**src/verilog/wdt_consts.vh**
```
// Constants for the watchdog timer block: register map, fields, resets and timing.
`ifndef WDT_CONSTS_VH
`define WDT_CONSTS_VH

// Register indices; the byte address is four times the index.
`define IDX_UNIT      10'h0F1
`define IDX_VALUE     10'h0F2
`define IDX_CONFIG    10'h0F3
`define IDX_CONTROL   10'h0F4
`define IDX_INTSTAT   10'h0F5
`define IDX_INTMASK   10'h0F6
`define ADDR_W        12

// Reset values.
`define RST_UNIT      8'h00
`define RST_VALUE     8'h00
`define RST_CONFIG    8'h00
`define RST_CONTROL   8'h00
`define RST_INT       2'h0

// Field positions.
`define UNIT_SEC_BIT   7
`define CFG_GAME_BIT   0
`define CFG_KBD_BIT    1
`define CFG_MOUSE_BIT  2
`define CFG_MAP_HI     7
`define CFG_MAP_LO     4
`define CTL_STAT_BIT   0
`define CTL_FORCE_BIT  2
`define CTL_KBCEN_BIT  3
`define EVT_TIMEOUT    0
`define EVT_FORCED     1

// Interrupt mapping codes.
`define MAP_DISABLE    4'h0
`define MAP_INVALID    4'h2

// Timing.
`define SECOND_NS      1000000000
`define CLK_PERIOD_NS  4
`define SEC_PER_MIN    6'd60
`define VALUE_ZERO     8'h00
`define VALUE_ONE      8'h01

// Bus answers.
`define RESP_OKAY      2'h0
`define RESP_SLVERR    2'h2

`endif

```
**src/verilog/watchdog_timer_with_irq_map.v**
```verilog
// Watchdog timer with restart sources, forced time-out and ISA IRQ mapping, on AXI4-Lite.
// Notes on behaviour
// - Unit bit selects minutes or seconds; minutes default.
// - Zero time-out value never times out.
// - Nonzero value counts 1 to 255 units.
// - Game port access restarts when enabled.
// - Keyboard interrupt restarts when enabled.
// - Mouse interrupt restarts when enabled.
// - Config high nibble maps time-out IRQ line.
// - Status bit shows time-out occurred, read/write.
// - Force bit causes time-out, self-clearing.
// - Enabled reset-request rising edge forces time-out.
// - Edge detector ORed with software force.
//
// Register access over AXI4-Lite was decided locally.
`timescale 1ns/1ps
`include "wdt_consts.vh"

module watchdog_timer_with_irq_map #(
  parameter integer CYCLES_PER_SEC = `SECOND_NS / `CLK_PERIOD_NS,
  parameter integer PRESC_W        = 28
) (
  input  wire                core_clk,
  input  wire                rst_b,
  input  wire [`ADDR_W-1:0]  s_axi_awaddr,
  input  wire                s_axi_awvalid,
  output wire                s_axi_awready,
  input  wire [31:0]         s_axi_wdata,
  input  wire [3:0]          s_axi_wstrb,
  input  wire                s_axi_wvalid,
  output wire                s_axi_wready,
  output reg  [1:0]          s_axi_bresp,
  output reg                 s_axi_bvalid,
  input  wire                s_axi_bready,
  input  wire [`ADDR_W-1:0]  s_axi_araddr,
  input  wire                s_axi_arvalid,
  output wire                s_axi_arready,
  output reg  [31:0]         s_axi_rdata,
  output reg  [1:0]          s_axi_rresp,
  output reg                 s_axi_rvalid,
  input  wire                s_axi_rready,
  input  wire                gamePortAccess,
  input  wire                kbdIrq,
  input  wire                mouseIrq,
  input  wire                kbcResetRequestOut,
  output reg  [15:0]         isaIrq,
  output wire                irqOut
);

  localparam integer       PRESC_LAST = CYCLES_PER_SEC - 1;
  localparam [PRESC_W-1:0] PRESC_MAX  = PRESC_LAST[PRESC_W-1:0];

  // Register state.
  reg  [7:0]           unitQ;
  reg  [7:0]           valueQ;
  reg  [7:0]           configQ;
  reg                  statusQ;
  reg                  kbcEnQ;
  reg  [1:0]           intStatQ;
  reg  [1:0]           intMaskQ;

  // Bus channel holding registers.
  reg                  awHeldQ;
  reg  [`ADDR_W-1:0]   awAddrQ;
  reg                  wHeldQ;
  reg  [31:0]          wDataQ;
  reg  [3:0]           wStrbQ;

  // Timing state.
  reg  [PRESC_W-1:0]   prescQ;
  reg  [5:0]           minCntQ;
  reg  [7:0]           elapsedQ;
  reg                  kbcPrevQ;
  reg                  kbdPrevQ;
  reg                  mousePrevQ;

  wire [9:0]           wIdx;
  wire [9:0]           rIdx;
  wire                 doWrite;
  wire                 lane0;
  wire                 wrUnit;
  wire                 wrValue;
  wire                 wrConfig;
  wire                 wrControl;
  wire                 wrIntStat;
  wire                 wrIntMask;
  wire                 wrMapped;
  wire                 secTick;
  wire                 minTick;
  wire                 unitTick;
  wire                 armed;
  wire                 restartSrc;
  wire                 statusCleared;
  wire                 restart;
  wire                 timeoutEvt;
  wire                 swForce;
  wire                 kbcEdge;
  wire                 forceEvt;
  wire                 setStatus;
  wire [3:0]           mapCode;
  wire [1:0]           intEvents;
  wire                 statusD;

  // The channels are accepted independently; a held one blocks until the response is taken.
  assign s_axi_awready = ~awHeldQ & ~s_axi_bvalid;
  assign s_axi_wready  = ~wHeldQ & ~s_axi_bvalid;
  assign s_axi_arready = ~s_axi_rvalid;
  assign doWrite       = awHeldQ & wHeldQ & ~s_axi_bvalid;
  assign wIdx          = awAddrQ[`ADDR_W-1:2];
  assign rIdx          = s_axi_araddr[`ADDR_W-1:2];
  assign lane0         = doWrite & wStrbQ[0];

  // Write decode; every register fits in the low eight bits, so only byte lane 0 matters.
  assign wrUnit    = lane0 & (wIdx == `IDX_UNIT);
  assign wrValue   = lane0 & (wIdx == `IDX_VALUE);
  assign wrConfig  = lane0 & (wIdx == `IDX_CONFIG);
  assign wrControl = lane0 & (wIdx == `IDX_CONTROL);
  assign wrIntStat = lane0 & (wIdx == `IDX_INTSTAT);
  assign wrIntMask = lane0 & (wIdx == `IDX_INTMASK);
  assign wrMapped  = (wIdx == `IDX_UNIT) | (wIdx == `IDX_VALUE) | (wIdx == `IDX_CONFIG) |
                     (wIdx == `IDX_CONTROL) | (wIdx == `IDX_INTSTAT) | (wIdx == `IDX_INTMASK);

  // Unit ticks: seconds from the prescaler, minutes from sixty seconds.
  assign secTick  = (prescQ == PRESC_MAX);
  assign minTick  = secTick & (minCntQ == `SEC_PER_MIN - 6'd1);
  assign unitTick = unitQ[`UNIT_SEC_BIT] ? secTick : minTick;

  // Restart sources; interrupt inputs count on their rising edge.
  assign restartSrc = (configQ[`CFG_GAME_BIT] & gamePortAccess) |
                      (configQ[`CFG_KBD_BIT] & kbdIrq & ~kbdPrevQ) |
                      (configQ[`CFG_MOUSE_BIT] & mouseIrq & ~mousePrevQ);

  // Forced time-out: software bit acts in the write cycle, the edge only when enabled.
  assign swForce  = wrControl & wDataQ[`CTL_FORCE_BIT];
  assign kbcEdge  = kbcResetRequestOut & ~kbcPrevQ;
  assign forceEvt = swForce | (kbcEnQ & kbcEdge);

  // A zero value or an unacknowledged time-out keeps the counter from firing.
  assign armed      = (valueQ != `VALUE_ZERO) & ~statusQ;
  assign timeoutEvt = armed & unitTick & (elapsedQ == valueQ - `VALUE_ONE) &
                      ~restart;
  assign setStatus  = timeoutEvt | forceEvt;

  // Clearing the status re-arms and restarts the count, unless a force lands at once.
  // A counted time-out needs the status already clear, so only the force can collide here.
  assign statusCleared = wrControl & ~wDataQ[`CTL_STAT_BIT] & statusQ & ~forceEvt;
  assign restart       = restartSrc | wrValue | statusCleared;

  // An event wins over a software write to the status bit.
  assign statusD = setStatus ? 1'b1 :
                   (wrControl ? wDataQ[`CTL_STAT_BIT] : statusQ);

  assign mapCode   = configQ[`CFG_MAP_HI:`CFG_MAP_LO];
  assign intEvents = {forceEvt, timeoutEvt};
  assign irqOut    = |(intStatQ & intMaskQ);

  // Write address and data capture, and the write response.
  always @(posedge core_clk or negedge rst_b) begin
    if (!rst_b) begin
      awHeldQ      <= 1'b0;
      awAddrQ      <= {`ADDR_W{1'b0}};
      wHeldQ       <= 1'b0;
      wDataQ       <= 32'h00000000;
      wStrbQ       <= 4'h0;
      s_axi_bvalid <= 1'b0;
      s_axi_bresp  <= `RESP_OKAY;
    end else begin
      if (s_axi_awvalid && s_axi_awready) begin
        awHeldQ <= 1'b1;
        awAddrQ <= s_axi_awaddr;
      end
      if (s_axi_wvalid && s_axi_wready) begin
        wHeldQ <= 1'b1;
        wDataQ <= s_axi_wdata;
        wStrbQ <= s_axi_wstrb;
      end
      if (doWrite) begin
        awHeldQ      <= 1'b0;
        wHeldQ       <= 1'b0;
        s_axi_bvalid <= 1'b1;
        s_axi_bresp  <= wrMapped ? `RESP_OKAY : `RESP_SLVERR;
      end else if (s_axi_bready) begin
        s_axi_bvalid <= 1'b0;
      end
    end
  end

  // Read path; the answer comes one edge after the address is taken.
  always @(posedge core_clk or negedge rst_b) begin
    if (!rst_b) begin
      s_axi_rvalid <= 1'b0;
      s_axi_rdata  <= 32'h00000000;
      s_axi_rresp  <= `RESP_OKAY;
    end else begin
      if (s_axi_arvalid && s_axi_arready) begin
        s_axi_rvalid <= 1'b1;
        s_axi_rresp  <= `RESP_OKAY;
        if (rIdx == `IDX_UNIT) begin
          s_axi_rdata <= {24'h000000, unitQ[`UNIT_SEC_BIT], 7'h00};
        end else if (rIdx == `IDX_VALUE) begin
          s_axi_rdata <= {24'h000000, valueQ};
        end else if (rIdx == `IDX_CONFIG) begin
          s_axi_rdata <= {24'h000000, configQ};
        end else if (rIdx == `IDX_CONTROL) begin
          // The force bit always reads zero because it never holds a value.
          s_axi_rdata <= {28'h0000000, kbcEnQ, 2'h0, statusQ};
        end else if (rIdx == `IDX_INTSTAT) begin
          s_axi_rdata <= {30'h00000000, intStatQ};
        end else if (rIdx == `IDX_INTMASK) begin
          s_axi_rdata <= {30'h00000000, intMaskQ};
        end else begin
          s_axi_rdata <= 32'h00000000;
          s_axi_rresp <= `RESP_SLVERR;
        end
      end else if (s_axi_rready) begin
        s_axi_rvalid <= 1'b0;
      end
    end
  end

  // Software registers; reserved bits are not stored, so stray ones do no harm.
  always @(posedge core_clk or negedge rst_b) begin
    if (!rst_b) begin
      unitQ    <= `RST_UNIT;
      valueQ   <= `RST_VALUE;
      configQ  <= `RST_CONFIG;
      statusQ  <= 1'b0;
      kbcEnQ   <= 1'b0;
      intStatQ <= `RST_INT;
      intMaskQ <= `RST_INT;
    end else begin
      if (wrUnit) begin
        unitQ <= {wDataQ[`UNIT_SEC_BIT], 7'h00};
      end
      if (wrValue) begin
        valueQ <= wDataQ[7:0];
      end
      if (wrConfig) begin
        configQ <= {wDataQ[7:4], 1'b0, wDataQ[2:0]};
      end
      if (wrControl) begin
        kbcEnQ <= wDataQ[`CTL_KBCEN_BIT];
      end
      statusQ <= statusD;
      // Sticky event bits: new events win over a write-one-to-clear.
      intStatQ <= (intStatQ & ~(wrIntStat ? wDataQ[1:0] : 2'h0)) | intEvents;
      if (wrIntMask) begin
        intMaskQ <= wDataQ[1:0];
      end
    end
  end

  // Prescaler and unit counter; a restart realigns both so a full unit follows it.
  always @(posedge core_clk or negedge rst_b) begin
    if (!rst_b) begin
      prescQ   <= {PRESC_W{1'b0}};
      minCntQ  <= 6'd0;
      elapsedQ <= 8'h00;
    end else if (restart) begin
      prescQ   <= {PRESC_W{1'b0}};
      minCntQ  <= 6'd0;
      elapsedQ <= 8'h00;
    end else begin
      prescQ <= secTick ? {PRESC_W{1'b0}} : prescQ + {{(PRESC_W-1){1'b0}}, 1'b1};
      if (secTick) begin
        minCntQ <= minTick ? 6'd0 : minCntQ + 6'd1;
      end
      // The elapsed count only runs while armed and clears to zero at the time-out.
      if (!armed || timeoutEvt) begin
        elapsedQ <= 8'h00;
      end else if (unitTick) begin
        elapsedQ <= elapsedQ + 8'h01;
      end
    end
  end

  // Edge detectors; the reset value of one avoids a false edge on a high input at start.
  always @(posedge core_clk or negedge rst_b) begin
    if (!rst_b) begin
      kbcPrevQ   <= 1'b1;
      kbdPrevQ   <= 1'b1;
      mousePrevQ <= 1'b1;
    end else begin
      kbcPrevQ   <= kbcResetRequestOut;
      kbdPrevQ   <= kbdIrq;
      mousePrevQ <= mouseIrq;
    end
  end

  // Mapped ISA line follows the status bit; disabled and invalid codes drive nothing.
  always @(posedge core_clk or negedge rst_b) begin
    if (!rst_b) begin
      isaIrq <= 16'h0000;
    end else if (statusQ && mapCode != `MAP_DISABLE && mapCode != `MAP_INVALID) begin
      isaIrq <= 16'h0001 << mapCode;
    end else begin
      isaIrq <= 16'h0000;
    end
  end

endmodule // watchdog_timer_with_irq_map

```
**config.mk**
```make
export PLATFORM = sky130hd
export DESIGN_NAME = watchdog_timer_with_irq_map
export DESIGN_NICKNAME = d
export VERILOG_FILES = /design/src/verilog/watchdog_timer_with_irq_map.v
export VERILOG_INCLUDE_DIRS = /design/src /design/src/verilog
export SDC_FILE = /design/constraint.sdc
export NUM_CORES = 1
export LEC_CHECK = 0
export BUFFER_PORTS_ARGS = -buffer_cell sky130_fd_sc_hd__buf_2
export CAP_MARGIN = 30
export CORE_ASPECT_RATIO = 1.2
export CORE_MARGIN = 1
export CORE_UTILIZATION = 42
export CTS_CLUSTER_DIAMETER = 100
export DETAILED_ROUTE_END_ITERATION = 6
export MAX_ROUTING_LAYER = met4
export PLACE_DENSITY_LB_ADDON = 0.1
export SYNTH_ARGS = -nofsm -noshare
export SYNTH_HDL_FRONTEND = slang
export SYNTH_SLANG_ARGS = --single-unit
export TNS_END_PERCENT = 30
```
**constraint.sdc**
```tcl
create_clock -name core_clk -period 2.8 [get_ports core_clk]
set_input_delay 0.28 -clock core_clk [delete_from_list [all_inputs] [get_ports core_clk]]
set_output_delay 0.28 -clock core_clk [all_outputs]
set_load 0.02 [all_outputs]
```
### Yosys cells after proc, flatten, opt, wreduce, memory -nomap -nowiden

Cells that the tools add are included.

* input bits: 71
* logic and storage cells: 149
* output and inout port bits: 58
* register bits after elaboration: 144

* add/sub/neg operators: 4
* muxes and demuxes: 34
* bitwise operators: 53
* eq/ne operators: 16
* reduce and logical (&&, ||, !) cells: 17
* shift operators: 1

Operators by type and width (number)
* $eq 10x8->1 const B: 12
* $mux 28: 2
* $mux 8: 6
* $add 28x1->28 const B: 1
* $eq 28x28->1 const B: 1
* $and 1x1->1: 27
* $mux 2: 10
* $mux 6: 3
* $mux 16: 1
* $shl 1x4->16 const A: 1
* $reduce_bool 2->1: 6
* $mux 1: 11
* $not 1->1: 11
* $or 1x1->1: 11
* $add 8x1->8 const B: 1
* $eq 8x8->1: 1
* $reduce_bool 8->1: 1
* $sub 8x1->8 const B: 1
* $add 6x1->6 const B: 1
* $eq 6x6->1 const B: 1
* $logic_and 1x1->1: 5
* $and 2x2->2: 2
* $mux 4: 1
* $ne 4x2->1 const B: 1
* 7 further kinds: 7

### Depth between registers and ports, before layout

Gate-level depths: netlist of run 1.

* depth after elaboration: 14
* depth in mapped cells: 9
* gate-level depth less buffers: 8

### Least setup slack after synthesis of run 1

Ideal clock, no wire load.

* path type: flip-flop to flip-flop
* from: register awAddrQ[5]
* to: register prescQ[13]
* arrival: 2235 ps
* data required time: 2677 ps
* stages on the path, launching flop included: 9
* buffers on the path: 2
* library setup time: 123 ps
* clock period less this slack: 2358 ps
* slack: 442 ps
* path through: dfrtp_1 -> or4b_1 -> or3_4 -> nor4b_4 -> a211o_1 -> nand2b_1 -> buf_6 -> buf_12 -> nor2_4

* longest elaborated chain between the ends: 8
* elaborated cells between the ends (all ways): 13
* those cells by class: eq/ne (2); mux (1); bitwise (10)

Ends and longest elaborated chain
* start, declared: RTL line watchdog_timer_with_irq_map.v:64 `` reg [`ADDR_W-1:0] awAddrQ; ``
* start signal, assigned: RTL line watchdog_timer_with_irq_map.v:161 `` awAddrQ <= {`ADDR_W{1'b0}}; ``
* start signal, assigned: RTL line watchdog_timer_with_irq_map.v:170 `awAddrQ <= s_axi_awaddr;`
* $eq 10x8->1 (no source line)
* $and 1x1->1: RTL line watchdog_timer_with_irq_map.v:117 `` assign wrControl = lane0 & (wIdx == `IDX_CONTROL); ``
* $and 1x1->1: RTL line watchdog_timer_with_irq_map.v:134 `` assign swForce = wrControl & wDataQ[`CTL_FORCE_BIT]; ``
* $or 1x1->1: RTL line watchdog_timer_with_irq_map.v:136 `assign forceEvt = swForce | (kbcEnQ & kbcEdge);`
* $not 1->1: RTL line watchdog_timer_with_irq_map.v:146 `` assign statusCleared = wrControl & ~wDataQ[`CTL_STAT_BIT] & statusQ & ~forceEvt; ``
* $and 1x1->1: RTL line watchdog_timer_with_irq_map.v:146
* $or 1x1->1 (*): RTL line watchdog_timer_with_irq_map.v:147 `assign restart = restartSrc | wrValue | statusCleared;`
* $mux 28 (*): RTL line watchdog_timer_with_irq_map.v:259 `end else if (restart) begin`
* end signal, assigned: RTL line watchdog_timer_with_irq_map.v:256 `prescQ <= {PRESC_W{1'b0}};`
* end signal, assigned: RTL line watchdog_timer_with_irq_map.v:260 `prescQ <= {PRESC_W{1'b0}};`
* end signal, assigned: RTL line watchdog_timer_with_irq_map.v:264 `prescQ <= secTick ? {PRESC_W{1'b0}} : prescQ + {{(PRESC_W-1){1'b0}}, 1'b1};`
* end, declared: RTL line watchdog_timer_with_irq_map.v:70 `reg [PRESC_W-1:0] prescQ;`

Mark *: on every way between the ends. The rest lies on a longest branch, timed or not.
A chain may end at the register's enable or synchronous reset.

### Worst setup path after layout of run 1

* from: register awAddrQ[5]
* to: register elapsedQ[4]

* longest elaborated chain between the ends: 12
* elaborated cells between the ends (all ways): 18
* those cells by class: eq/ne (2); mux (2); bitwise (12); reduce/logical (2)

Ends and longest elaborated chain
* $eq 10x8->1 (no source line)
* $and 1x1->1: RTL line watchdog_timer_with_irq_map.v:117
* $and 1x1->1: RTL line watchdog_timer_with_irq_map.v:134
* $or 1x1->1: RTL line watchdog_timer_with_irq_map.v:136
* $not 1->1: RTL line watchdog_timer_with_irq_map.v:146
* $and 1x1->1: RTL line watchdog_timer_with_irq_map.v:146
* $or 1x1->1 (*): RTL line watchdog_timer_with_irq_map.v:147
* $not 1->1: RTL line watchdog_timer_with_irq_map.v:141 `~restart;`
* $and 1x1->1: RTL line watchdog_timer_with_irq_map.v:140 `` assign timeoutEvt = armed & unitTick & (elapsedQ == valueQ - `VALUE_ONE) & ``
* $logic_or 1x1->1: RTL line watchdog_timer_with_irq_map.v:269 `if (!armed || timeoutEvt) begin`
* $mux 8: RTL line watchdog_timer_with_irq_map.v:269
* $mux 8: RTL line watchdog_timer_with_irq_map.v:259
* end signal, assigned: RTL line watchdog_timer_with_irq_map.v:272 `elapsedQ <= elapsedQ + 8'h01;`
* end, declared: RTL line watchdog_timer_with_irq_map.v:72 `reg [7:0] elapsedQ;`

Marks and branches as above.

==> impl_results.md, run 1 <==
- Total track usage: 0.1909
- Vias in the first global route: 4142
- Leakage power: 3.210 nW
- EDFF count, synth: 0
- Cts hold-fix bufs: 4
- Final Critical Period: 2500 ps
- Iteration-0 DRC Markers: 178
- Comb pwr share: 0.168
- Status: completed
- Crit-path max FO: 11
- Crit-path leading delay family: simple AND/OR/NAND/NOR gates
- Setup crit end kind: flip-flop
- DRT antenna net count: 0
- Crit share post-route: 0.8929
- Startpoint types: flip-flop
- Cell Chain, Critical Path: or4b_1 > or3_4 > nor4b_2 > buf_4 > nor2_1 > nand2_1 > nor4_1
- Full die area: 14380 µm²
- WL final: 12120 µm
- R2R Path Start: awAddrQ[5]
- I/O Buffers: 71
- DIE WIDTH: 109.6 µm
- CTS Sinks: 116
- YS warnings: 0
- Initial antenna violation count: 0
- Setup Skew: 4.704 ps
- Hold Crit Class: primary input to flip-flop
- Layout cell share with drive strength beyond 1: 0.2600
- Core region area: 13410 µm²
- Fin cells: 818
- WP data arrival: 2780 ps
- Post-CTS sizing: 0
- Relative slew slack: 0.5705
- Area grow syn2layout: 18.38%
- Most frequent cells in the layout: dfrtp_1 (113), buf_2 (70), nor2_1 (58)
- Bufs on Longest Clock Path: 2
- Initial Utilization: 0.4354
- Pwr dens: 751.7 nW/µm²
- Worst Hold Launch: s_axi_rready
- Final Hold Viols: 0
- Psw: 1.562 mW
- Clk root buf: clkbuf_16
- Largest net degree at the start of global routing: 52
- Switch share: 0.3006
- DPL Wire Length: 8718 µm
- Setup violators final: 0
- FP Rows: 46
- H-tree Lvls: 4
- Launch point of the critical path: awAddrQ[5]
- Sequential share of the synthesized area: 0.4978
- Most common cell after layout, fill and taps aside: dfrtp_1
- Post-Synthesis Cells: 553
- Inst Count DP: 782
- # diodes: 0
- CTS clk-pin slew, worst paths: 50 ps
- DRT Pass-1 Iters: 4
- Flip-flop and latch count after synthesis: 116
- Fin. max-slew vios: 0
- WS Path Type: flip-flop to flip-flop
- Setup Fix Bufs, Post-CTS: 0
- DR WL/cell: 14.81 µm
- Seq pwr share: 0.436
- Setup TNS Final: 0 ps
- TritonCTS clock tree: built
- Post-Syn Area per Cell: 10.56 µm²
- Clk_lat worst skew: 420 ps
- Worst VDD drop: 513.5 µV
- Die height: 131.2 µm
- Asr flop ratio synth: 1.000
- Crit path largest cell delay: 550 ps
- Final GP Congestion: 0.8050
- Critical Path RT: 3080 ps
- First-pass GRT wire length: 20420 µm
- Vias per cell: 5.123
- # IOs: 129
- Ys flop type: dfrtp_1
- Internal Power: 3.634 mW
- CTS Buf Count: 17
- RSZ-0062 raised after global routing: no
- Final #Nets: 712
- Fmax: 0.4000 GHz
- Max-capacitance violation count: 0
- Area of the mapped netlist: 5839 µm²
- DRC viols: 0
- Vias post-DR: 4191
- Clock Power Share: 0.396
- Bufs and invs on worst path: 1
- Count of different cell masters after synthesis: 62
- Crit-path slowest cell: or4b_1
- Worst slew pin tran: 638.3 ps
- Congestion Overflow GR: 0
-- area by class of cell --
class                           instances  area (µm²)
Multi-Input combinational cell        405        2678
Timing Repair Buffer                   86       505.5
Sequential cell                       116        2907
Tap cell                              168       210.2
Clock buffer                           18       439.2
Clock inverter                         14       132.6
Fill cell                            1233        6497
Inverter                               11       41.29
-- kinds of logic after synthesis --
family                   share of synthesized area
AND/OR/NAND/NOR                             0.2209
other                                    0.0006422
multiplexers                               0.08657
XOR/XNOR                                   0.05400
buffers and inverters                      0.06107
flip-flops                                  0.4978
AO/OA/AOI/OAI                              0.07050
adder cells (fa/ha/maj)                   0.008571
-- metrics by stage --
| step | cell area, µm² | setup slack (ps) | hold slack (ps) | power [mW] | util |
|---|---|---|---|---|---|
| floorplan | 5941 | 442.0 | -15.59 | 2.912 | - |
| global placement | 6301 | 355.0 | 292.7 | 3.128 | 0.4699 |
| detailed placement | 6301 | 306.2 | 298.5 | 3.169 | 0.4699 |
| CTS | 6913 | 292.3 | 24.10 | 5.254 | 0.5155 |
| global route | 6913 | 57.04 | 49.40 | 5.486 | 0.5155 |
| finish | 6913 | 299.8 | 41.32 | 5.196 | 0.5155 |
-- sequential cells by signal, summed over array words and instances (netlist names), 2 cells and up --
signal and cells:
prescQ 28, isaIrq 16, awAddrQ 10, elapsedQ 8, s_axi_rdata 8, valueQ 8, wDataQ 8, configQ 7
minCntQ 6, intMaskQ 2, intStatQ 2
-- synth_stat cells, drive strengths merged (6+ instances only) --
| cell | n | share of area |
|---|---|---|
| nor2b | 12 | 0.013 |
| nor4 | 11 | 0.013 |
| nor4b | 6 | 0.014 |
| and3 | 13 | 0.014 |
| buf | 32 | 0.044 |
| xor2 | 21 | 0.031 |
| clkbuf | 16 | 0.010 |
| o21ai | 16 | 0.014 |
| and4 | 6 | 0.0090 |
| inv | 11 | 0.0071 |
| xnor2 | 15 | 0.022 |
| mux2 | 36 | 0.069 |
| nand2 | 39 | 0.025 |
| nor2 | 68 | 0.057 |
| mux2i | 10 | 0.017 |
| dfrtp | 113 | 0.48 |
| nor3 | 15 | 0.013 |
| nand4 | 9 | 0.0096 |
| a21oi | 12 | 0.010 |
| nand3 | 26 | 0.022 |
-- power groups by stage --
stage	logic, mW	registers [mW]	clock network [mW]
4_1_cts	0.882	2.27	2.10
6_report	0.871	2.27	2.06
2_1_floorplan	0.711	2.20	0
5_1_grt	0.988	2.33	2.17
3_3_place_gp	0.849	2.28	0
3_5_place_dp	0.874	2.30	0
-- worst paths after layout --
| path | endpoint | slack (ps) | cells after the start |
|---|---|---|---|
| min reg2reg | s_axi_rdata[1] | 470 | 2 |
| max in group asynchronous | valueQ[0] | 1640 | 3 |
| max | elapsedQ[4] | 300 | 7 |
| max reg2reg | elapsedQ[4] | 300 | 7 |
| min | s_axi_rvalid | 40 | 2 |
| min in group asynchronous | isaIrq[6] | 380 | 2 |
-- metal layers --
layer | routed length [µm] | global-route usage | part of all wire
met2 | 5817 | 0.2921 | 0.48
met1 | 5563 | 0.2392 | 0.46
met5 | 0 | - | 0
met3 | 475 | 0.04712 | 0.039
met4 | 261 | 0.08000 | 0.022
No activity file was read; power rests on OpenSTA's default activity.
==> run 2: changes to the inputs <==
PLACE_DENSITY = 0.71   (was default)
PLACE_DENSITY_LB_ADDON = default   (was 0.1)
SLEW_MARGIN = 20   (was default)
==> run 2 against run 1 <==
Sequential share of layout area about the same. Non-clock buffer count down 4. Global-route usage down 0.31 points. Cell count down 0.49%. Clock skew up 3.3 ps. Power up 3.1%. Maximum frequency down 1.3%. Sequential power about the same. Highest routed layer unchanged.
==> impl_results.md, run 2 (synthesized netlist as in run 1, its figures left out) <==
- Post-place instance area: 6271 µm² (-0.48%)
- Clk_lat worst skew: 420 ps (about the same)
- Crit-path slowest cell: or4b_1
- Area grow syn2layout: 18.45% (about the same)
- Most common cell after layout, fill and taps aside: dfrtp_1
- Crit path largest cell delay: 550 ps (about the same)
- H-tree Lvls: 4 (unchanged)
- Core region area: 13410 µm² (unchanged)
- Critical Path RT: 3090 ps (about the same)
- Vias per cell: 5.402 (+5.4%)
- Crit-path max FO: 27 (+16)
- Worst VDD drop: 450.3 µV (-12%)
- Min setup slack post-route: 267.6 ps (-32.21 ps)
- Fmax: 0.3949 GHz (-1.3%)
- Iteration-0 DRC Markers: 243 (+37%)
- Final Hold Viols: 0 (unchanged)
- Leakage power: 3.191 nW (-0.58%)
- Congestion Overflow GR: 0 (unchanged)
- First-pass GRT wire length: 20270 µm (-0.74%)
- Vias post-DR: 4397 (+4.9%)
- CTS clk-pin slew, worst paths: 50 ps (about the same)
- DR WL/cell: 14.95 µm (+0.91%)
- Clk root buf: clkbuf_16
- Final #Nets: 708 (-0.56%)
- Initial antenna violation count: 0 (unchanged)
- Cell Chain, Critical Path: or4b_1 > or3_4 > nor4b_4 > a211o_1 > nand2b_1 > buf_12 > nor2_1
- Top Registers: prescQ x28, isaIrq x16, awAddrQ x10
- Crit share post-route: 0.9044 (+0.01150)
- Number of flip-flops under the largest register name: 28 (unchanged)
- Total power: 5.356 mW (+3.1%)
- Most frequent cells in the layout: dfrtp_1 (113), buf_2 (70), nor2_1 (58)
- DRC viols: 0 (unchanged)
- Setup Fix Bufs, Post-CTS: 0 (unchanged)
- Status: completed
- Initial Utilization: 0.4354 (unchanged)
- Setup TNS Final: 0 ps (unchanged)
- FP Rows: 46 (unchanged)
- Final Critical Period: 2532 ps (+32.21 ps)
- Die height: 131.2 µm (unchanged)
- TritonCTS clock tree: built
- Bufs on Longest Clock Path: 2 (unchanged)
- Full die area: 14380 µm² (unchanged)
- Reg with most FFs: prescQ
- Final core occ: 0.5158 (about the same)
- Launch point of the critical path: awAddrQ[5]
- I/O Buffers: 71 (unchanged)
- Hold Crit Class: primary input to flip-flop
- Largest net degree at the start of global routing: 56 (+7.7%)
- Setup crit end: prescQ[25]
- Startpoint types: flip-flop
- Vias in the first global route: 4221 (+1.9%)
- WL final: 12170 µm (+0.41%)
- Post-CTS sizing: 0 (unchanged)
- Worst hold stages: 2 (unchanged)
- CTS Buf Count: 17 (unchanged)
- R2R Path Start: awAddrQ[5]
- Fin cells: 814 (-0.49%)
- Setup Skew: 8.031 ps (+3.327 ps)
- End of the worst register-to-register path: prescQ[25]
- DRT antenna net count: 0 (unchanged)
- Layout cell share with drive strength beyond 1: 0.2539 (-0.006130)
- WS Path Type: flip-flop to flip-flop
- DIE WIDTH: 109.6 µm (unchanged)
- Pwr dens: 774.4 nW/µm² (+3.0%)
- Reg2Reg Setup Slack: 270 ps (-30 ps)
- # IOs: 129 (unchanged)
- # diodes: 0 (unchanged)
- DRT Pass-1 Iters: 5 (+1)
- Design area: 6917 µm² (about the same)
- Total track usage: 0.1878 (-0.003068)
- Setup crit end kind: flip-flop
- WP data arrival: 2830 ps (+50 ps)
- RSZ-0062 raised after global routing: no
- Worst slew pin tran: 625.2 ps (-13.14 ps)
- Fin. max-slew vios: 0 (unchanged)
- DPL Wire Length: 8643 µm (-0.86%)
- CTS Sinks: 116 (unchanged)
- # fillers: 1206 (-2.2%)
- Inst Count DP: 778 (-0.51%)
- Cts hold-fix bufs: 4 (unchanged)
- R2r worst-path depth: 7 (unchanged)
- Final GP Congestion: 0.8344 (+3.7%)
- Max-capacitance violation count: 0 (unchanged)
- Setup violators final: 0 (unchanged)
- Relative slew slack: 0.5814 (+0.01086)
- Hold Slack: 50.44 ps (+9.115 ps)
- Placement Setup Slack: 293.3 ps (-12.90 ps)
-- run 2: changes by cell type in the layout (fill, tap and decap cells not counted) --
cell / delta
clkinv_4: -5
buf_4: -4
clkinvlp_4: +3
inv_6: +3
bufinv_16: +2
clkinv_2: -2
clkbuf_1: +1
clkbuf_8: -1
inv_8: -1
-- run 2: per-layer routing --
metal  vias up  share of wire  track usage
li1       2065              -            -
met1      2186           0.42       0.2171
met2       125           0.51       0.3047
met3        21          0.048      0.04266
met4         0          0.021      0.08963
met5         -              0            -
-- run 2: report_power, final --
part	switching [mW]	leakage (nW)	internal, mW
clock	0.795	0.280	1.40
combinational	0.461	1.42	0.424
sequential	0.311	1.49	1.96
total	1.57	3.19	3.79
-- run 2: area by class of cell --
cell class,instances,area (µm²),area share
inverter,11,41.29,0.005970
clock inverter,14,176.4,0.02551
multi-input combinational,405,2678,0.3871
timing repair buffer,82,475.5,0.06874
sequential,116,2907,0.4202
clock buffer,18,429.2,0.06205
tap,168,210.2,0.03039
-- run 2: critical path, delay by kind of cell (launching register included) --
family	cells	cell delay [ps]
buffers and inverters	1	250
AO/OA/AOI/OAI	1	200
flip-flops	1	380
AND/OR/NAND/NOR	5	1570
-- run 2: worst min-delay path by stage --
stage	start	endpoint
after floorplan	rst_b	awAddrQ[10]
after global placement	rst_b	isaIrq[14]
after detailed placement	rst_b	isaIrq[14]
after CTS	s_axi_rready	s_axi_rvalid
after global routing	s_axi_rready	s_axi_rvalid
final	s_axi_rready	s_axi_rvalid
==> run 3: changes to the inputs <==
ABC_AREA = 1   (was default)
==> run 3 against run 2 <==
Die area is 7.7% higher. Flip-flop and latch count is the same. Setup slack gained 390 ps. Sequential share of layout area is 3.1 points lower. Critical path depth increased by 5. First-iteration DRC count grew 44%. Combinational power increased by 55%. Clock-buffer cell count grew 1. Wire length up 19%. Global-route usage increased by 2.0 points. Area after synthesis up 7.8%. Design area increased by 8.1%. Largest cell class unchanged.
==> impl_results.md, run 3 <==
- WP data arrival: 2440 ps (-390 ps)
- Min setup slack post-route: 654.5 ps (+386.9 ps)
- Top Registers: prescQ x28, isaIrq x16, awAddrQ x10
- Most common cell after layout, fill and taps aside: nand2_1
- Vias in the first global route: 5073 (+20%)
- Total track usage: 0.2079 (+0.02004)
- Number of flip-flops under the largest register name: 28 (unchanged)
- DRC viols: 0 (unchanged)
- Top cells by area, synth: dfrtp_1 (45%), nand2_1 (9.8%), nor2_1 (7.7%)
- TritonCTS clock tree: built
- Setup violators final: 0 (unchanged)
- EDFF count, synth: 0 (unchanged)
- H-tree Lvls: 4 (unchanged)
- First-pass GRT wire length: 24290 µm (+20%)
- Clk root buf: clkbuf_16
- Congestion Overflow GR: 0 (unchanged)
- # IOs: 129 (unchanged)
- Ys flop type: dfrtp_1
- YS warnings: 0 (unchanged)
- Layout cell share with drive strength beyond 1: 0.1594 (-0.09445)
- Most Used Layer, Global Route: met2
- WS Path Type: flip-flop to flip-flop
- Placement Setup Slack: 665.8 ps (+372.4 ps)
- GR Util met2: 0.3316 (+0.02696)
- DR WL/cell: 13.23 µm (-11%)
- Initial antenna violation count: 0 (unchanged)
- Startpoint types: flip-flop
- Crit-path leading delay family: simple AND/OR/NAND/NOR gates
- Largest area contributor in the netlist: dfrtp_1
- Hold Crit Class: primary input to flip-flop
- DIE WIDTH: 113.8 µm (+3.8%)
- Most frequent cells in the layout: nand2_1 (165), nor2_1 (129), dfrtp_1 (113)
- DPL Wire Length: 10820 µm (+25%)
- Clk_lat worst skew: 410 ps (about the same)
- Fmax: 0.4661 GHz (+18%)
- Iteration-0 DRC Markers: 350 (+44%)
- Max-capacitance violation count: 0 (unchanged)
- DRT Pass-1 Iters: 6 (+1)
- Crit-path slowest cell: dfrtp_1
- Flip-flop and latch count after synthesis: 116 (unchanged)
- Leakage power: 3.661 nW (+15%)
- Synth cell count leaders: nand2_1 (165), nor2_1 (129), dfrtp_1 (113)
- Area of the mapped netlist: 6297 µm² (+7.8%)
- Die height: 136.1 µm (+3.8%)
- Initial Utilization: 0.4333 (-0.002154)
- Final Hold Viols: 0 (unchanged)
- Sequential share of the synthesized area: 0.4616 (-0.03620)
- Met1 GRT Util: 0.2611 (+0.04399)
- Bufs and invs on worst path: 1 (unchanged)
- Crit-path max FO: 8 (-70%)
- Bufs on Longest Clock Path: 2 (unchanged)
- Fin. max-slew vios: 0 (unchanged)
- Count of different cell masters after synthesis: 44 (-29%)
- Final Critical Period: 2145 ps (-386.9 ps)
- Cell Chain, Critical Path: ha_1 > nand2_1 > nor2_2 > nand2_2 > nor2_4 > inv_2 > nor2_8 > nand2_1 > nand2_2 > nand3_4 > nand2_4 > nor2_1
- Area grow syn2layout: 18.72%
- RSZ-0062 raised after global routing: no
- DRT antenna net count: 0 (unchanged)
- Full die area: 15490 µm² (+7.7%)
- WL final: 14520 µm (+19%)
- Final core occ: 0.5144 (-0.001391)
- Post-place instance area: 6787 µm² (+8.2%)
- Vias per cell: 4.946 (-8.4%)
- Top-count cell post-synth: nand2_1
- Met3 GRT Util: 0.04012 (-0.002534)
- Final #Nets: 959 (+35%)
- Asr flop ratio synth: 1.000 (unchanged)
- Crit path largest cell delay: 390 ps (-160 ps)
- Largest net degree at the start of global routing: 67 (+20%)
- Crit share post-route: 0.7662 (-0.1382)
- Final GP Congestion: 0.9212 (+10%)
- CTS Sinks: 116 (unchanged)
- Relative slew slack: 0.5053 (-0.07609)
- Reg with most FFs: prescQ
- CTS clk-pin slew, worst paths: 50 ps (about the same)
- Worst VDD drop: 540.4 µV (+20%)
- Hold Slack: 43.86 ps (-6.577 ps)
- Worst slew pin tran: 735.3 ps (+110.1 ps)
- Setup crit end kind: flip-flop
- # fillers: 1451 (+20%)
- FP Rows: 48 (+4.3%)
- Status: completed
- Critical Path RT: 3100 ps (about the same)
- Setup TNS Final: 0 ps (unchanged)
- Post-Synthesis Cells: 797 (+44%)
- Setup Skew: 8.085 ps (+0.05409 ps)
- Design area: 7476 µm² (+8.1%)
- I/O Buffers: 71 (unchanged)
- Vias post-DR: 5426 (+23%)
- Synth top area share: 0.4490 (-0.03521)
- # diodes: 0 (unchanged)
- Core region area: 14530 µm² (+8.4%)
- CTS Buf Count: 17 (unchanged)
- Pwr dens: 807.3 nW/µm² (+4.2%)
- Post-Syn Area per Cell: 7.901 µm² (-25%)
## run 3: changes by cell type in the layout (fill, tap and decap cells not counted), moves of 17 or more
cell / delta
o21ai_0: +23
nand4_1: +17
nor2_1: +71
inv_1: +77
nand3_1: +27
mux2_2: -27
nand2_1: +126
## run 3: metal layers
metal / vias up / part of all wire
li1: 2715 / -
met1: 2535 / 0.46
met2: 150 / 0.48
met3: 26 / 0.043
met4: 0 / 0.020
met5: - / 0
## run 3: timing repair
| item | in CTS | in global routing |
|---|---|---|
| buffers inserted | 0 | 0 |
| resized for setup | 0 | 0 |
| endpoints found under the hold margin | 22 | 0 |
| hold buffers | 4 | 0 |
## run 3: cell type report
type,instances,area (µm²),area share
flip-flops and latches,116,2907,0.3888
multi-input cells,579,2889,0.3864
clock buffers,19,442.9,0.05925
repair buffers,78,432.9,0.05791
inverters,92,347.8,0.04653
well taps,200,250.2,0.03347
clock inverters,13,206.4,0.02762
## run 3: worst register-to-register path: cells and delay by family (launching register included)
kind | cells | cell delay, ps
and+or+nand+nor | 10 | 1310
buffers and inverters | 1 | 100
adders and majority gates | 1 | 240
DFF | 1 | 390
## run 3: where the power goes
part           leakage, nW  total [mW]  internal [mW]  switching [mW]
sequential            1.42        2.29           2.01           0.283
clock                0.301        2.37           1.60           0.771
combinational         1.94        1.37          0.473           0.901
## run 3: cells by family (layout without fill, tap and decap cells)
family	Yosys count	in the layout	share of synthesized area
simple gates	435	435	0.3147
buf+inv	129	202	0.09577
flops	116	116	0.4616
compound gates	82	82	0.07491
xor+xnor	23	23	0.03199
mux	7	7	0.01252
fa+ha+maj	4	4	0.007948
other cells	1	28	0.0005955
## run 3: through the flow
step	std cells	power [mW]
after global placement	1061	3.644
after global routing	1097	6.406
after CTS	1097	6.078
final	1097	6.035
after detailed placement	1061	3.683
after floorplan	824	3.309
## run 3: final timing paths
check / cells past startpoint / to / slack [ps] / from
max: 12 / elapsedQ[5] / 650 / prescQ[0]
min reg2reg: 2 / s_axi_rdata[5] / 480 / s_axi_rdata[5]
max reg2reg: 12 / elapsedQ[5] / 650 / prescQ[0]
max in group asynchronous: 3 / isaIrq[14] / 1800 / rst_b
min: 2 / s_axi_bvalid / 40 / s_axi_bready
min in group asynchronous: 2 / prescQ[10] / 300 / rst_b
